File: src/common/rmul_pkg.sv
// Constants for the registered 12x12 multiplier
package rmul_pkg;
    localparam int OPER_W = 12;
    localparam int PROD_W = 24;
    localparam int RES_W = 16;
    localparam int RES_LSB = 8;
    localparam int RES_MSB = 23;
    localparam int SGN_LSB = 7;
    localparam int SGN_MSB = 22;
    localparam logic FMT_SIGNED = 1'b1;
    localparam logic FMT_UNSIGNED = 1'b0;
    localparam logic [OPER_W-1:0] OPER_RST = 12'h000;
    localparam logic [RES_W-1:0] RES_RST = 16'h0000;
    localparam logic [RES_W-1:0] OE_ALL_OFF = 16'hFFFF;
    localparam logic [RES_W-1:0] OE_ALL_ON = 16'h0000;
endpackage

File: src/logic/rmul_core.sv
// Registered 12x12 multiplier with 16-bit three-state result
`timescale 1ns/1ps
// Summary of operation
// - Capture 12-bit A on A-clock rising edge, B on B-clock rising edge.
// - Register format select with B, on the same B-clock edge.
// - Format select high: both operands signed; low: both unsigned.
// - Signed mode: shift top 17 product bits left one, drop sign copy.
// - Keep 16 product MSBs, load output register on B-clock rising edge.
// - Output enable low drives product bits 23..8 (22..7 when signed), else high impedance.
module rmul_core
    import rmul_pkg::*;
#(
    parameter int AW = OPER_W
) (
    input wire logic clk_sys,
    input wire logic arst_n,
    input wire logic clkOperA,
    input wire logic clkOperB,
    input wire logic [AW-1:0] operandA,
    input wire logic [AW-1:0] operandB,
    input wire logic operand_format_select,
    input wire logic outEnable_n,
    output logic [RES_W-1:0] result_bus_o,
    output logic [RES_W-1:0] result_bus_oe_n
);
    // ****************************************
    // Input synchronisation
    // ****************************************
    // Pins come from outside clk_sys; device clocks are sampled as levels
    // Enable enters inverted: the zero reset of the sync reads as disabled,
    // so the bus is never driven in the cycles just after reset
    localparam int SW = 2 * AW + 4;
    logic [SW-1:0] pinSync;

    rmul_sync #(.W(SW)) u_sync (
        .clk_sys(clk_sys),
        .arst_n(arst_n),
        .din({clkOperA, clkOperB, operand_format_select, ~outEnable_n,
              operandA, operandB}),
        .dout(pinSync)
    );

    wire logic clkASync = pinSync[SW-1];
    wire logic clkBSync = pinSync[SW-2];
    wire logic fmtSync = pinSync[SW-3];
    wire logic oeSync_n = ~pinSync[SW-4];
    wire logic [AW-1:0] aSync = pinSync[2*AW-1:AW];
    wire logic [AW-1:0] bSync = pinSync[AW-1:0];

    // ****************************************
    // Edge detection
    // ****************************************
    logic clkAPrev_ff;
    logic clkBPrev_ff;
    wire logic riseA = clkASync & ~clkAPrev_ff;
    wire logic riseB = clkBSync & ~clkBPrev_ff;

    always_ff @(posedge clk_sys or negedge arst_n) begin
        if (!arst_n) begin
            clkAPrev_ff <= 1'b0;
            clkBPrev_ff <= 1'b0;
        end else begin
            clkAPrev_ff <= clkASync;
            clkBPrev_ff <= clkBSync;
        end
    end

    // ****************************************
    // Input registers
    // ****************************************
    logic [AW-1:0] operA_ff;
    logic [AW-1:0] operB_ff;
    logic fmtSel_ff;

    always_ff @(posedge clk_sys or negedge arst_n) begin
        if (!arst_n) begin
            operA_ff <= OPER_RST;
        end else if (riseA) begin
            operA_ff <= aSync;
        end
    end

    always_ff @(posedge clk_sys or negedge arst_n) begin
        if (!arst_n) begin
            operB_ff <= OPER_RST;
            fmtSel_ff <= FMT_UNSIGNED;
        end else if (riseB) begin
            operB_ff <= bSync;
            fmtSel_ff <= fmtSync;
        end
    end

    // ****************************************
    // Multiplier array
    // ****************************************
    // Single format bit extends both operands alike; mixing is impossible
    function automatic logic [2*AW+1:0] mulExt(
        input logic [AW-1:0] a,
        input logic [AW-1:0] b,
        input logic sgn
    );
        logic signed [AW:0] ea;
        logic signed [AW:0] eb;
        logic signed [2*AW+1:0] p;
        ea = $signed({sgn & a[AW-1], a});
        eb = $signed({sgn & b[AW-1], b});
        p = ea * eb;
        return p;
    endfunction

    wire logic [2*AW+1:0] prodFull = mulExt(operA_ff, operB_ff,
                                            fmtSel_ff);
    wire logic [PROD_W-1:0] prod = prodFull[PROD_W-1:0];
    // Left shift by one equals taking bits 22..7
    wire logic [RES_W-1:0] resSigned = prod[SGN_MSB:SGN_LSB];
    wire logic [RES_W-1:0] resUnsigned = prod[RES_MSB:RES_LSB];
    wire logic [RES_W-1:0] nxt_result =
        (fmtSel_ff == FMT_SIGNED) ? resSigned : resUnsigned;

    // ****************************************
    // Output register and drivers
    // ****************************************
    // Product sampled on the same B edge that loads new B: the register
    // takes the product of the previously held operands, as in a pipeline
    logic [RES_W-1:0] resultReg_ff;

    always_ff @(posedge clk_sys or negedge arst_n) begin
        if (!arst_n) begin
            resultReg_ff <= RES_RST;
        end else if (riseB) begin
            resultReg_ff <= nxt_result;
        end
    end

    always_ff @(posedge clk_sys or negedge arst_n) begin
        if (!arst_n) begin
            result_bus_o <= RES_RST;
            result_bus_oe_n <= OE_ALL_OFF;
        end else begin
            result_bus_o <= (riseB) ? nxt_result : resultReg_ff;
            result_bus_oe_n <= oeSync_n ? OE_ALL_OFF : OE_ALL_ON;
        end
    end

    // ****************************************
    // Assertions
    // ****************************************
    // Reference products built apart from the multiplier array
    wire logic signed [PROD_W-1:0] chkProdS =
        $signed(operA_ff) * $signed(operB_ff);
    wire logic [PROD_W-1:0] chkProdU =
        PROD_W'(operA_ff) * PROD_W'(operB_ff);
endmodule

File: src/logic/rmul_sync.sv
// Two-flop synchroniser for a bus of level signals
`timescale 1ns/1ps
module rmul_sync #(
    parameter int W = 1
) (
    input wire logic clk_sys,
    input wire logic arst_n,
    input wire logic [W-1:0] din,
    output logic [W-1:0] dout
);
    logic [W-1:0] stage1_ff;

    // First stage feeds only the second
    always_ff @(posedge clk_sys or negedge arst_n) begin
        if (!arst_n) begin
            stage1_ff <= '0;
            dout <= '0;
        end else begin
            stage1_ff <= din;
            dout <= stage1_ff;
        end
    end
endmodule

File: config.mk
export PLATFORM = sky130hd
export DESIGN_NAME = rmul_core
export DESIGN_NICKNAME = d
export VERILOG_FILES = /design/src/common/rmul_pkg.sv /design/src/logic/rmul_core.sv /design/src/logic/rmul_sync.sv
export SDC_FILE = /design/constraint.sdc
export NUM_CORES = 1
export LEC_CHECK = 0
export ABC_AREA = 1
export BUFFER_PORTS_ARGS = -buffer_cell sky130_fd_sc_hd__buf_4
export CORE_MARGIN = 8
export CORE_UTILIZATION = 40
export DETAILED_ROUTE_END_ITERATION = 6
export HOLD_SLACK_MARGIN = 0.12
export PLACE_DENSITY = 0.61
export REMOVE_ABC_BUFFERS = 1
export SKIP_LAST_GASP = 1
export SYNTH_ARGS = -nofsm -noshare
export SYNTH_HDL_FRONTEND = slang
export SYNTH_SLANG_ARGS = --single-unit
export TNS_END_PERCENT = 20
File: constraint.sdc
create_clock -name clk_sys -period 5.2 [get_ports clk_sys]
set_input_delay 0.26 -clock clk_sys [delete_from_list [all_inputs] [get_ports clk_sys]]
set_output_delay 0.26 -clock clk_sys [all_outputs]
set_load 0.05 [all_outputs]
==> summary.txt <==
Status
  – Status: complete, but fails checks
  – Failing checks: setup timing

Synth
  – Complex-gate fraction of the synthesized area: 2.22%
  – Synth Flop Type: dfrtp_1
  – Ranking of synthesized cells by area: fa_1 (31%), dfrtp_1 (26%), nand2_1 (11%)
  – Post-synth top area share: 31.2%
  – Mean Syn Cell Area: 8.74 um^2
  – Post-Syn Instances: 1108
  – Mapped Area: 0.00968 mm^2
  – Synth unique cells: 35
  – Synth Register Bits: 100
  – Area share of xor/xnor cells in the synthesized design: 0.633%
  – Sequential fraction of the synthesis area: 25.9%
  – Asr flop ratio synth: 100%
  – Largest family of logic cells by synthesized area: adder cells
  – Cell taking the most area after synthesis: fa_1
  – Post-synthesis mux area share: 1.40%
  – Ys Warns: 0
  – Count leader, synth: nand2_1
  – Synth Area in Adders: 38.6%
  – Commonest cells post-synth: nand2_1 (296), inv_1 (259), fa_1 (151)
  – Number of flops mapped to enable cells by yosys: 0
  – Simple logic cell fraction of the synthesized area: 18.4%

Die
  – Initial Util: 40.3%
  – Top Ports: 62
  – Floorplan core area: 0.0240 mm^2
  – Die height: 172 um
  – FP Rows: 57
  – Die X: 172 um
  – Die area: 0.0294 mm^2

Worst setup path
  – Critical R2R Launch: fmtSel_ff$_DFFE_PN0P_
  – Startpoint Class: register
  – Worst EP required: 5.45 ns
  – Critical path arrival: 5.52 ns
  – Worst reg2reg path endpoint: resultReg_ff[10]$_DFFE_PN0P_
  – R2R Setup Slk: -0.07 ns
  – Kind of critical path: register to register
  – R2R depth: 22
  – Worst setup EP type: register
  – Crit path max fanout: 4

Detailed routing
  – Drt drc: 0
  – Via count: 7405
  – Routed WL per cell: 15.1 um
  – Drt pass-1 iters: 5
  – Final WL: 24400 um
  – Vias per cell: 4.60
  – Remaining antenna violation count: 0
  – Iteration-0 DRC Markers: 426

Finish
  – NumNets Final: 1520
  – Multi-input gate area in the final layout: 0.00632 mm^2
  – Share of cells above drive strength 1: 24.2%
  – Fillers: 2265
  – Area delta synth->final: 26.6%
  – Fin util: 51.0%
  – Antenna cells: 0
  – Register area: 0.00251 mm^2

Clock network
  – TritonCTS buffer count: 9
  – CTS max path bufs: 2
  – CTS root buffer: clkbuf_16
  – H-tree depth: 3
  – Clock sink count: 100
  – Clock transition at path regs: 0.08 ns
  – Clk Latency, worst-skew pair: 0.36 ns
  – CTS tree: done

Place
  – Routability cong.: 0.915
  – Half-perimeter wire length after placement: 19600 um
  – IO Port Bufs: 61

Timing
  – Rel. slew slack: 22.8%
  – Unrepaired setup endpoints after global routing: true
  – Setup tns final: -0.475 ns
  – Final setup fails: 10
  – Final min period: 5.27 ns
  – Hold_ws: 0.351 ns
  – Worst Clk Skew: 0.0143 ns
  – Worst-margin pin slew: 1.16 ns
  – Setup ws final: -0.0715 ns
  – Period Utilization, post-route: 101%
  – F_max: 0.190 GHz
  – Final hold vios: 0
  – Final slew viol count: 0

Min path
  – Worst hold path stage count: 0
  – Worst Hold Class: register to register
  – Worst min-delay path endpoint: u_sync.dout[20]$_DFF_PN0_
  – Hold Startpoint: u_sync.stage1_ff[20]$_DFF_PN0_

Global route
  – Largest net degree at the start of global routing: 52
  – First-pass GRT wire length: 41100 um
  – Global route total overflow: 0
  – Initial antenna violation count: 0
  – Vias in the first global route: 8010
  – GRT Overall Usage: 17.9%

Flow run
  – Max Cap Violations: 0
layout by cell type, fill, tap and decap left out, types with 3 or more instances in the layout:
cell	instances
ha_1	40
xor2_1	4
ha_4	16
o21ai_1	7
inv_4	3
nand3b_1	9
fa_1	148
nand2_2	20
inv_1	251
inv_2	11
fa_2	3
a21oi_1	13
dfrtp_1	91
mux2_2	12
nor2_1	32
dlygate4sd3_1	29
clkbuf_16	9
nor2_2	7
buf_4	177
nor3_2	3
buf_6	5
dfrtp_2	8
nand3_1	52
nor2_4	3
a21oi_2	8
nand2_1	285
or2_1	3
o21ai_0	5
through the flow:
| stage | instance area (um^2) | instances | worst slack (ns) |
|---|---|---|---|
| 5_1_grt | 12300 | 1611 | -0.307 |
| 6_report | 12300 | 1611 | -0.0715 |
| 4_1_cts | 12200 | 1611 | -0.0815 |
| 2_1_floorplan | 9430 | 1058 | -0.553 |
| 3_3_place_gp | 11200 | 1557 | -0.289 |
| 3_5_place_dp | 11200 | 1557 | -0.342 |
layer usage:
| metal | global-route usage (%) | up-vias | routed length, um |
|---|---|---|---|
| met5 | 0 | - | 0 |
| met4 | 3.06 | 0 | 245 |
| met3 | 2.71 | 21 | 952 |
| met2 | 30.2 | 129 | 12100 |
| met1 | 24.3 | 3683 | 11100 |
| li1 | - | 3572 | - |
how the worst max path moves through the flow:
stage / start / endpoint / slack [ns]
6_report: fmtSel_ff$_DFFE_PN0P_ / resultReg_ff[10]$_DFFE_PN0P_ / -0.07
5_1_grt: operA_ff[11]$_DFFE_PN0P_ / resultReg_ff[15]$_DFFE_PN0P_ / -0.31
4_1_cts: fmtSel_ff$_DFFE_PN0P_ / resultReg_ff[10]$_DFFE_PN0P_ / -0.08
3_5_place_dp: operA_ff[11]$_DFFE_PN0P_ / resultReg_ff[15]$_DFFE_PN0P_ / -0.34
3_3_place_gp: operA_ff[11]$_DFFE_PN0P_ / resultReg_ff[14]$_DFFE_PN0P_ / -0.29
2_1_floorplan: fmtSel_ff$_DFFE_PN0P_ / resultReg_ff[15]$_DFFE_PN0P_ / -0.55
critical path, stage by stage, from the launching register on:
cell and delay (ns):
dfrtp_2 0.43, nand2_2 0.12, or2_4 0.25, fa_1 0.45
fa_1 0.52, inv_2 0.05, fa_1 0.56, fa_1 0.44
fa_1 0.51, inv_2 0.04, fa_1 0.49, inv_2 0.05
ha_4 0.29, nand2_4 0.07, nor2_4 0.10, a21boi_4 0.24
nor2_1 0.06, nand2_1 0.10, nand2_1 0.08, nand3_1 0.09
nand3_1 0.08, nand3_1 0.08, nand2_1 0.06
cell families (layout without fill, tap and decap cells):
| kind of cell | after synthesis | count (layout) |
|---|---|---|
| AND/OR/NAND/NOR | 426 | 426 |
| buffers and inverters | 315 | 494 |
| adder cells (fa/ha/maj) | 208 | 208 |
| flip-flops | 100 | 100 |
| AO/OA/AOI/OAI | 40 | 40 |
| multiplexers | 12 | 12 |
| XOR/XNOR | 7 | 7 |
cell type report:
| cell class | count | area share [%] |
|---|---|---|
| clock buffers | 9 | 1.84 |
| flip-flops and latches | 100 | 20.5 |
| clock inverters | 7 | 0.653 |
| well taps | 324 | 3.31 |
| repair buffers | 213 | 14.0 |
| inverters | 265 | 8.18 |
| multi-input cells | 693 | 51.5 |
what timing repair did:
action,CTS,global route
gates resized for setup,84,11
pin swaps,36,6
setup endpoints to repair,14,14
buffers inserted,9,0
hold buffers,29,0
hold endpoints to repair,77,0
flip-flops by register name, indices dropped and copies added, names as in the netlist:
name,flops
clkAPrev_ff,1
clkBPrev_ff,1
fmtSel_ff,1
operA_ff,12
operB_ff,12
resultReg_ff,16
result_bus_oe_n,1
u_sync.dout,28
u_sync.stage1_ff,28
Power is left out: the tool's default activity adds up to more than one toggle a clock period on the data nets, which glitch-free logic cannot reach.
